[config.mk]
export PLATFORM = sky130hd
export DESIGN_NAME = drive_protection_logic
export DESIGN_NICKNAME = d
export VERILOG_FILES = /design/src/rtl/drive_protection_logic.v /design/src/rtl/level_timer.v
export VERILOG_INCLUDE_DIRS = /design/src /design/src/rtl
export SDC_FILE = /design/constraint.sdc
export NUM_CORES = 1
export LEC_CHECK = 0
export ABC_CLOCK_PERIOD_IN_PS = 19000
export BUFFER_PORTS_ARGS = -buffer_cell sky130_fd_sc_hd__buf_2
export CAP_MARGIN = 10
export CORE_MARGIN = 2
export CORE_UTILIZATION = 40
export CTS_BUF_LIST = sky130_fd_sc_hd__clkbuf_4 sky130_fd_sc_hd__clkbuf_8
export DETAILED_ROUTE_END_ITERATION = 10
export SLEW_MARGIN = 20
export SYNTH_ARGS = -nofsm -noshare
export SYNTH_HDL_FRONTEND = slang
export SYNTH_SLANG_ARGS = --single-unit
[constraint.sdc]
create_clock -name pclk -period 19 [get_ports pclk]
set_input_delay 4.75 -clock pclk [delete_from_list [all_inputs] [get_ports pclk]]
set_output_delay 4.75 -clock pclk [all_outputs]
set_load 0.01 [all_outputs]
[src/rtl/drive_protection_defines.vh]
`ifndef DRIVE_PROTECTION_DEFINES_VH
`define DRIVE_PROTECTION_DEFINES_VH

// ---------------------------------------------------------------
// register offsets (byte addresses)
// ---------------------------------------------------------------
`define OFS_WARN 12'h000
`define OFS_TRIP 12'h004
`define OFS_STALL 12'h008
`define OFS_IO 12'h00c
`define OFS_MOTOR 12'h010
`define OFS_STATUS 12'h014
`define OFS_IRQ_STAT 12'h018
`define OFS_IRQ_MASK 12'h01c
`define OFS_FAULT_CLR 12'h020

// ---------------------------------------------------------------
// reset values and limits
// ---------------------------------------------------------------
`define WARN_LEVEL_RST 8'h96
`define WARN_LEVEL_MIN 8'h1e
`define WARN_LEVEL_MAX 8'h96
`define WARN_TIME_RST 8'h0a
`define WARN_TIME_MAX 8'h1e
`define TRIP_LEVEL_RST 8'hb4
`define TRIP_LEVEL_MIN 8'h1e
`define TRIP_LEVEL_MAX 8'hc8
`define TRIP_TIME_RST 8'h3c
`define TRIP_TIME_MAX 8'h3c
`define STALL_MASK_RST 3'h3
`define STALL_LEVEL_RST 8'h96
`define STALL_LEVEL_MIN 8'h1e
`define STALL_LEVEL_MAX 8'h96
`define OUT_SEL_RST 5'h0c
`define RELAY_SEL_RST 5'h11
`define IN4_FUNC_RST 5'h03
`define IN5_FUNC_RST 5'h04
`define MOTOR_CUR_RST 16'h0064

// ---------------------------------------------------------------
// selector codes
// ---------------------------------------------------------------
`define SEL_OVERLOAD 5'h05
`define SEL_INV_OVERLOAD 5'h06
`define SEL_STALL 5'h07
`define SEL_FAULT 5'h11
`define FUNC_EXT_TRIP_NO 5'h12
`define FUNC_EXT_TRIP_NC 5'h13

// ---------------------------------------------------------------
// timing
// ---------------------------------------------------------------
`define CLK_HZ 50000000

`endif

[src/rtl/drive_protection_logic.v]
// Overview of operation
// - warning level is percent of rated current, 30 to 150, default 150
// - selector code 5 routes overload warning to terminal or relay
// - enabled trip cuts output after current over trip level for trip time
// - accel stall: hold ramp while current above stall level
// - constant speed stall: decelerate while current above stall level
// - decel stall: suspend ramp while link voltage above its limit
// - stall level is percent of rated current, 30 to 150, default 150
// - stall mask bits: 0 accel, 1 constant, 2 decel; default 3
// - selector code 7 shows stall prevention acting
// - stalls may stretch ramps; no forced completion in set time
// - phase-loss select 1 cuts output on lost U, V or W phase
// - input functions 18 and 19 select N.O. and N.C. external trip
// - N.O. external trip input ON shows fault and cuts output
// - N.C. external trip input OFF shows fault and cuts output
// - inverter overload is flagged above inverter rated current; no prevention acts
// - inverter overload trip alarm on selected terminal or relay
// - terminal and relay selectors each pick the driving status item
//
// Design decisions made here: the register addresses and the APB interface to the registers.
`timescale 1ns/1ps
`default_nettype none
`include "drive_protection_defines.vh"

module drive_protection_logic
#(
    parameter CLK_HZ = `CLK_HZ
)
(
    // apb slave
    input wire pclk,
    input wire presetn,
    input wire psel,
    input wire penable,
    input wire pwrite,
    input wire [11:0] paddr,
    input wire [31:0] pwdata,
    output reg [31:0] prdata,
    output wire pready,
    output wire pslverr,
    // measurements, same clock domain
    input wire [15:0] output_current,
    input wire [15:0] inverter_rated_current,
    input wire [2:0] phase_current_present,
    input wire dc_link_over_limit,
    input wire [1:0] ramp_state,
    // input terminals, asynchronous
    input wire input_terminal_4,
    input wire input_terminal_5,
    // ramp and output control
    output reg ramp_hold,
    output reg ramp_force_decel,
    output reg output_off,
    // multi-function outputs
    output reg aux_output_terminal,
    output reg aux_relay_output,
    output wire irq
);

    // ---------------------------------------------------------------
    // ramp states and constants
    // ---------------------------------------------------------------
    localparam RAMP_IDLE = 2'd0;
    localparam RAMP_ACCEL = 2'd1;
    localparam RAMP_CONST = 2'd2;
    localparam RAMP_DECEL = 2'd3;
    localparam integer SEC_CYCLES = CLK_HZ;

    // ---------------------------------------------------------------
    // configuration registers
    // ---------------------------------------------------------------
    reg [7:0] overload_warn_level_q;
    reg [7:0] overload_warn_time_q;
    reg overload_trip_enable_q;
    reg [7:0] overload_trip_level_q;
    reg [7:0] overload_trip_time_q;
    reg [2:0] stall_guard_mask_q;
    reg [7:0] stall_guard_level_q;
    reg phase_loss_enable_q;
    reg [4:0] aux_output_select_q;
    reg [4:0] aux_relay_select_q;
    reg [4:0] input4_function_q;
    reg [4:0] input5_function_q;
    reg [15:0] motor_rated_current_q;
    reg [5:0] irq_stat_q;
    reg [5:0] irq_mask_q;
    reg fault_q;
    reg inv_ol_trip_q;
    reg [31:0] sec_cnt_q;
    reg sec_tick_q;
    reg [1:0] in4_sync_q;
    reg [1:0] in5_sync_q;

    wire wr_en = psel & penable & pwrite;
    wire [31:0] wd = pwdata;
    wire fault_clr = wr_en && (paddr == `OFS_FAULT_CLR) && wd[0];

    assign pready = 1'b1;
    assign pslverr = 1'b0;

    // clamp a written percentage into its legal range
    function [7:0] clamp8;
        input [7:0] v;
        input [7:0] lo;
        input [7:0] hi;
        begin
            if (v < lo)
                clamp8 = lo;
            else if (v > hi)
                clamp8 = hi;
            else
                clamp8 = v;
        end
    endfunction

    // current above pct percent of motor rated current
    function above_pct;
        input [15:0] cur;
        input [15:0] rated;
        input [7:0] pct;
        begin
            above_pct = {8'h0, cur} * 24'h64 > {8'h0, rated} * {16'h0, pct};
        end
    endfunction

    // ---------------------------------------------------------------
    // register writes
    // ---------------------------------------------------------------
    always @(posedge pclk or negedge presetn)
    begin
        if (!presetn)
        begin
            overload_warn_level_q <= `WARN_LEVEL_RST;
            overload_warn_time_q <= `WARN_TIME_RST;
            overload_trip_enable_q <= 1'b0;
            overload_trip_level_q <= `TRIP_LEVEL_RST;
            overload_trip_time_q <= `TRIP_TIME_RST;
            stall_guard_mask_q <= `STALL_MASK_RST;
            stall_guard_level_q <= `STALL_LEVEL_RST;
            phase_loss_enable_q <= 1'b0;
            aux_output_select_q <= `OUT_SEL_RST;
            aux_relay_select_q <= `RELAY_SEL_RST;
            input4_function_q <= `IN4_FUNC_RST;
            input5_function_q <= `IN5_FUNC_RST;
            motor_rated_current_q <= `MOTOR_CUR_RST;
            irq_mask_q <= 6'h00;
        end
        else if (wr_en)
        begin
            case (paddr)
                `OFS_WARN:
                begin
                    overload_warn_level_q <= clamp8(wd[7:0],
                        `WARN_LEVEL_MIN, `WARN_LEVEL_MAX);
                    overload_warn_time_q <= (wd[15:8] > `WARN_TIME_MAX) ?
                        `WARN_TIME_MAX : wd[15:8];
                end
                `OFS_TRIP:
                begin
                    overload_trip_level_q <= clamp8(wd[7:0],
                        `TRIP_LEVEL_MIN, `TRIP_LEVEL_MAX);
                    overload_trip_time_q <= (wd[15:8] > `TRIP_TIME_MAX) ?
                        `TRIP_TIME_MAX : wd[15:8];
                    overload_trip_enable_q <= wd[16];
                end
                `OFS_STALL:
                begin
                    stall_guard_level_q <= clamp8(wd[7:0],
                        `STALL_LEVEL_MIN, `STALL_LEVEL_MAX);
                    stall_guard_mask_q <= wd[10:8];
                end
                `OFS_IO:
                begin
                    aux_output_select_q <= wd[4:0];
                    aux_relay_select_q <= wd[12:8];
                    input4_function_q <= wd[20:16];
                    input5_function_q <= wd[28:24];
                    phase_loss_enable_q <= wd[31];
                end
                `OFS_MOTOR:
                    motor_rated_current_q <= wd[15:0];
                `OFS_IRQ_MASK:
                    irq_mask_q <= wd[5:0];
                default:
                    irq_mask_q <= irq_mask_q;
            endcase
        end
    end

    // ---------------------------------------------------------------
    // one-second tick and input synchronisers
    // ---------------------------------------------------------------
    always @(posedge pclk or negedge presetn)
    begin
        if (!presetn)
        begin
            sec_cnt_q <= 32'h0;
            sec_tick_q <= 1'b0;
            in4_sync_q <= 2'b00;
            in5_sync_q <= 2'b00;
        end
        else
        begin
            sec_tick_q <= (sec_cnt_q == SEC_CYCLES - 1);
            sec_cnt_q <= (sec_cnt_q == SEC_CYCLES - 1) ?
                32'h0 : sec_cnt_q + 32'h1;
            in4_sync_q <= {in4_sync_q[0], input_terminal_4};
            in5_sync_q <= {in5_sync_q[0], input_terminal_5};
        end
    end

    // ---------------------------------------------------------------
    // detection
    // ---------------------------------------------------------------
    wire over_warn = above_pct(output_current, motor_rated_current_q,
        overload_warn_level_q);
    wire over_trip = above_pct(output_current, motor_rated_current_q,
        overload_trip_level_q);
    wire over_stall = above_pct(output_current, motor_rated_current_q,
        stall_guard_level_q);
    wire inv_over = output_current > inverter_rated_current;
    wire warn_hit;
    wire trip_hit;

    level_timer warn_timer
    (
        .pclk(pclk),
        .presetn(presetn),
        .sec_tick(sec_tick_q),
        .active(over_warn),
        .limit_sec(overload_warn_time_q),
        .expired(warn_hit)
    );

    level_timer trip_timer
    (
        .pclk(pclk),
        .presetn(presetn),
        .sec_tick(sec_tick_q),
        .active(over_trip & overload_trip_enable_q),
        .limit_sec(overload_trip_time_q),
        .expired(trip_hit)
    );

    // an input may carry either external trip function
    function ext_trip;
        input [4:0] func;
        input level;
        begin
            ext_trip = ((func == `FUNC_EXT_TRIP_NO) && level) ||
                ((func == `FUNC_EXT_TRIP_NC) && !level);
        end
    endfunction

    wire ext_hit = ext_trip(input4_function_q, in4_sync_q[1]) |
        ext_trip(input5_function_q, in5_sync_q[1]);
    wire phase_hit = phase_loss_enable_q &&
        (phase_current_present != 3'b111) && (ramp_state != RAMP_IDLE);

    // ---------------------------------------------------------------
    // stall prevention; ramp is left to finish in its own time
    // ---------------------------------------------------------------
    reg hold_d;
    reg decel_d;
    always @*
    begin
        hold_d = 1'b0;
        decel_d = 1'b0;
        case (ramp_state)
            RAMP_ACCEL:
                hold_d = stall_guard_mask_q[0] & over_stall;
            RAMP_CONST:
                decel_d = stall_guard_mask_q[1] & over_stall;
            RAMP_DECEL:
                hold_d = stall_guard_mask_q[2] & dc_link_over_limit;
            default:
                hold_d = 1'b0;
        endcase
    end
    wire stall_act = hold_d | decel_d;

    // ---------------------------------------------------------------
    // faults, trips and interrupts
    // ---------------------------------------------------------------
    wire trip_any = trip_hit | ext_hit | phase_hit;
    wire [5:0] events = {inv_over, phase_hit, ext_hit, trip_hit,
        stall_act, warn_hit};
    wire [5:0] stat_clr = (wr_en && paddr == `OFS_IRQ_STAT) ?
        wd[5:0] : 6'h00;

    // output selector decode shared by terminal and relay
    function sel_out;
        input [4:0] sel;
        input warn;
        input inv;
        input stall;
        input flt;
        begin
            case (sel)
                `SEL_OVERLOAD: sel_out = warn;
                `SEL_INV_OVERLOAD: sel_out = inv;
                `SEL_STALL: sel_out = stall;
                `SEL_FAULT: sel_out = flt;
                default: sel_out = 1'b0;
            endcase
        end
    endfunction

    always @(posedge pclk or negedge presetn)
    begin
        if (!presetn)
        begin
            fault_q <= 1'b0;
            inv_ol_trip_q <= 1'b0;
            irq_stat_q <= 6'h00;
            output_off <= 1'b0;
            ramp_hold <= 1'b0;
            ramp_force_decel <= 1'b0;
            aux_output_terminal <= 1'b0;
            aux_relay_output <= 1'b0;
        end
        else
        begin
            // set wins over a same-cycle clear
            irq_stat_q <= (irq_stat_q & ~stat_clr) | events;
            // faults latch until cleared and the cause is gone
            fault_q <= trip_any | (fault_q & ~fault_clr);
            inv_ol_trip_q <= inv_over | (inv_ol_trip_q & ~fault_clr);
            output_off <= trip_any | (fault_q & ~fault_clr);
            ramp_hold <= hold_d;
            ramp_force_decel <= decel_d;
            aux_output_terminal <= sel_out(aux_output_select_q, warn_hit,
                inv_ol_trip_q, stall_act, fault_q);
            aux_relay_output <= sel_out(aux_relay_select_q, warn_hit,
                inv_ol_trip_q, stall_act, fault_q);
        end
    end

    assign irq = |(irq_stat_q & irq_mask_q);

    // ---------------------------------------------------------------
    // read mux
    // ---------------------------------------------------------------
    always @*
    begin
        case (paddr)
            `OFS_WARN: prdata = {16'h0, overload_warn_time_q,
                overload_warn_level_q};
            `OFS_TRIP: prdata = {15'h0, overload_trip_enable_q,
                overload_trip_time_q, overload_trip_level_q};
            `OFS_STALL: prdata = {21'h0, stall_guard_mask_q,
                stall_guard_level_q};
            `OFS_IO: prdata = {phase_loss_enable_q, 2'h0, input5_function_q,
                3'h0, input4_function_q, 3'h0, aux_relay_select_q, 3'h0,
                aux_output_select_q};
            `OFS_MOTOR: prdata = {16'h0, motor_rated_current_q};
            `OFS_STATUS: prdata = {24'h0, inv_ol_trip_q, fault_q,
                output_off, stall_act, trip_hit, warn_hit, ext_hit,
                phase_hit};
            `OFS_IRQ_STAT: prdata = {26'h0, irq_stat_q};
            `OFS_IRQ_MASK: prdata = {26'h0, irq_mask_q};
            default: prdata = 32'h0;
        endcase
    end

endmodule

`default_nettype wire

[src/rtl/level_timer.v]
`timescale 1ns/1ps
`default_nettype none

// ---------------------------------------------------------------
// persistence timer: counts whole seconds of a level
// ---------------------------------------------------------------
module level_timer
(
    // clock and reset
    input wire pclk,
    input wire presetn,
    // controls
    input wire sec_tick,
    input wire active,
    input wire [7:0] limit_sec,
    // result
    output reg expired
);

    reg [7:0] count_q;

    // any dip in the level restarts the count: the time is continuous
    always @(posedge pclk or negedge presetn)
    begin
        if (!presetn)
        begin
            count_q <= 8'h00;
            expired <= 1'b0;
        end
        else if (!active)
        begin
            count_q <= 8'h00;
            expired <= 1'b0;
        end
        else if (count_q >= limit_sec)
        begin
            expired <= 1'b1;
        end
        else if (sec_tick)
        begin
            count_q <= count_q + 8'h01;
        end
    end

endmodule

`default_nettype wire

==> summary by stage <==
Flow run
The tool flagged a number of max-cap violations equal to 0.

Critical path
The data arrival time at the worst-slack endpoint is 10.87 ns. The setup slack of the most critical reg-to-reg path is 10.81 ns. The delay of the slowest critical-path stage is 0.68 ns. The endpoint kind of the worst setup timing path is a primary output. Among the stages of the critical path, the cell type that occurs most often is ha_1. STA classifies the critical path startpoint as an input pin. For the worst setup path, the data required time is 14.25 ns. Along the worst path, the maximum fanout reaches 6. The number of cells on the worst reg-to-reg path is 27. The kind of critical path is in -> out. The slowest stage cell on the critical path is nor3_1. The endpoint identified for the worst register-to-register timing path is aux_output_terminal$_DFF_PN0_.

In this run the critical register-to-register path is launched from motor_rated_current_q[5]$_DFFE_PN1P_.

Logic synthesis
The basic-gate share of the synthesized area counting and, or, nand and nor cells is 19.1%. The most repeated cell in the gate-level netlist after synthesis is inv_1. Sorting the synthesized cells by area gives the leading types as fa_1 23%, ha_1 16%, dfrtp_1 14%, inv_1 6.5%, and2_1 6.3%. The synthesized area divided by synthesized cell count is 8.87 um^2.

In this run, synthesis produced a sequential element count of 154. Synthesis handed over a netlist of 2558 instances. The area of the mapped netlist is 22700 um^2. The top cell type by total area after synthesis is fa_1. The synthesized design contains 0 enable-type register cells. The count of distinct cell types in the synthesized netlist is 84.

The area share of xor/xnor cells in the synthesized design is 4.28%. Of all flip-flops after synthesis, the portion carrying an async set or reset was 100%. The prevailing post-synth register cell is dfrtp_1. The share of synthesized area spent on multiplexers is 2.36%. By area, the combinational part of the netlist is dominated by adder cells. During synthesis, Yosys emitted a total of 0 warnings.

For this run, the register share of the synthesized area comes to 17.1%. Summing the areas of all fa, ha and maj instances in the mapped netlist gives 38.7% of the synthesized area. Ranked by instance count, the synthesized netlist is headed by 393 x inv_1, 297 x nand2_1, 282 x ha_1. The share of the synthesized area in compound gates (AO/OA/AOI/OAI) is 10.0%. The area share of the largest cell type after synthesis is 23.2%.

Cells and area
The layout net count is 3257. The area overhead of the layout relative to synthesis is 7.89%. The register cell area after layout is 3890 um^2.

Once layout is complete, the utilization of the core stands at 43.5%. The area of the multi-input gates is 17000 um^2. 0 antenna diodes ended up in the layout. Counting the fill cells in the layout gives 5493. After routing the design area is 24500 um^2. In the final layout, the share of cells above drive strength 1 is 9.94%.

Timing
Setup violations remaining at the end of the flow were counted as 0. Clock skew on the completed layout was measured at 0.00608 ns. The number of max-slew violations in the final report came to 0. The tightest hold margin is 0.359 ns. The highest clock rate is 64.0 MHz. The hold violation count in the final report is 0. The normalized max-slew margin is 21.9%. The final critical delay including setup and external delays is 15.62 ns. For the pin with the worst max-slew slack, the measured transition is 1.16 ns.

After routing, the total negative slack on setup checks comes to 0 ns. Setup repair after global routing left no endpoint under its margin. The final clock period utilization by the worst path is 82.2%.

Hold path
The depth of the worst hold-timing path is 0. The tightest min-delay check is of the reg -> reg type. The critical hold path startpoint is in4_sync_q[0]$_DFF_PN0_. The capture endpoint of the worst hold path is in4_sync_q[1]$_DFF_PN0_.

Route
After detailed routing, the number of vias per cell comes to 5.31. Summing over every cut layer, the via total after detailed routing is 18000. Summed over all layers, the routed wires come to 58.8 mm. The iteration count of the initial detailed-routing pass is 6. The detailed router finished its first iteration with 1179 violations. The number of nets with antenna violations after detailed routing is 0. The wire length per cell is 17.3 um.

The residual DRC count is 0.

Die
In this run the standard cell core region covers 56300 um^2. The floorplan step defined a die boundary enclosing 58700 um^2. The initial utilization of the core area, before any placement, comes to 40.3%.

During I/O placement, the number of pins put on the boundary was 129. The row count is 87. The die is 242 um wide. Measured along the y axis, the die boundary spans 242 um.

Power
The power per cell area is 39.1 nW/um^2. For this design the static power due to leakage is 12.9 nW. The peak ir drop on the vdd network is 0.0374 mV.

Run status
The run finished with clean final reports.

Place
The HPWL reported at the end of detailed placement is 45.6 mm. Summing all placed instances gives a cell area of 24100 um^2. The final weighted congestion of routability-driven global placement is 0.878.

The number of port buffers is 116.

GRT
The maximum number of pins on one net before global-route repair is 98. The number of antenna violations at the first check in global routing was 0. The first global-routing pass estimated 96.2 mm of wire. The via count of the first global-routing pass is 18300. The overall track demand over capacity in global routing is 20.3%.

The leftover overflow at the end of global routing is 0.

Clocking
The post-cts resize count is 0. Counting along the longest clock path gives a buffer depth of 2. Counting the buffers created by CTS gives 17. Clock tree synthesis found a total of 154 sinks. The number of levels the H-tree was split into is 4. The clock latency at the later pin of the worst-skew pair is 0.48 ns. TritonCTS built the clock tree. After clock tree synthesis, the setup repair step added 0 buffers. CTS placed an instance of clkbuf_8 at the clock tree root. The hold buffer count at CTS is 0. The clock slew at the register clock pins of the worst setup and hold paths is 0.09 ns.
## cell type report
class	instances	area share [%]
Clock buffer	19	1.07
Clock inverter	13	0.680
Multi-Input combinational cell	1913	69.2
Tap cell	756	3.86
Inverter	394	6.04
Timing Repair Buffer	143	3.22
Sequential cell	154	15.9
## cells in the final DEF (no fill, tap or decap), drive strengths merged, types with 11 or more instances in the layout
cell type    n
inv        396
nand2      297
ha         282
fa         263
and2       229
buf        143
dfrtp      124
nor2       112
a21oi      110
xnor2       57
xor2        54
o21ai       53
nand3       48
nor3        44
mux2        44
a21o        35
dfstp       30
nand4       28
a22oi       24
o21a        19
and3        19
clkbuf      19
nand2b      17
nor2b       15
nor4        12
a211oi      11
## state kept, by name, indices dropped and copies added (netlist names), 2 cells and up
register and flops:
irq_stat_q 6, overload_trip_time_q 8, aux_relay_select_q 5, input5_function_q 5
irq_mask_q 6, overload_warn_level_q 8, overload_warn_time_q 8, in5_sync_q 2
sec_cnt_q 32, motor_rated_current_q 16, trip_timer.count_q 8, in4_sync_q 2
aux_output_select_q 5, input4_function_q 5, stall_guard_mask_q 3, warn_timer.count_q 8
stall_guard_level_q 8, overload_trip_level_q 8
## routing by layer
layer | wire length, um | global-route usage, % | vias to the layer above
met5 | 0 | 0 | -
met4 | 1770 | 6.34 | 0
met3 | 3040 | 2.63 | 92
met2 | 28200 | 34.0 | 468
met1 | 25700 | 27.3 | 9016
li1 | - | - | 8433
## where the power goes
group	leakage [nW]	internal [mW]	switching, mW	total, mW
Combinational	10.7	0.144	0.214	0.358
Sequential	1.96	0.329	0.00115	0.330
Clock	0.197	0.138	0.133	0.270
Total	12.9	0.610	0.348	0.958
## logic make-up (layout without fill, tap and decap cells)
| family | count (synthesis) | after routing |
|---|---|---|
| flip-flops | 154 | 154 |
| other | 2 | 7 |
| XOR/XNOR | 111 | 111 |
| multiplexers | 48 | 48 |
| adder cells (fa/ha/maj) | 545 | 545 |
| AND/OR/NAND/NOR | 862 | 862 |
| buffers and inverters | 496 | 569 |
| AO/OA/AOI/OAI | 340 | 340 |
## worst max-delay path, delay by kind of cell
family,cells,cell delay [ns]
buf+inv,4,0.44
xor+xnor,1,0.16
simple gates,6,1.34
compound gates,10,2.38
fa+ha+maj,5,1.78
## worst max path at each step
stage | startpoint | end | slack, ns | cells past startpoint
after floorplan | output_current[5] | prdata[4] | 4.92 | 24
after detailed placement | output_current[2] | prdata[4] | 3.42 | 26
final | output_current[2] | prdata[4] | 3.38 | 26
after CTS | output_current[2] | prdata[4] | 3.41 | 26
after global routing | output_current[2] | prdata[4] | 3.07 | 26
after global placement | output_current[2] | prdata[4] | 3.54 | 26
## through the flow
step / worst slack [ns] / instances / power (mW)
2_1_floorplan: 4.92 / 2563 / 0.569
3_3_place_gp: 3.54 / 3360 / 0.677
3_5_place_dp: 3.42 / 3360 / 0.695
4_1_cts: 3.41 / 3392 / 0.965
5_1_grt: 3.07 / 3392 / 1.02
6_report: 3.38 / 3392 / 0.958
(Power assumes the default switching activity.)
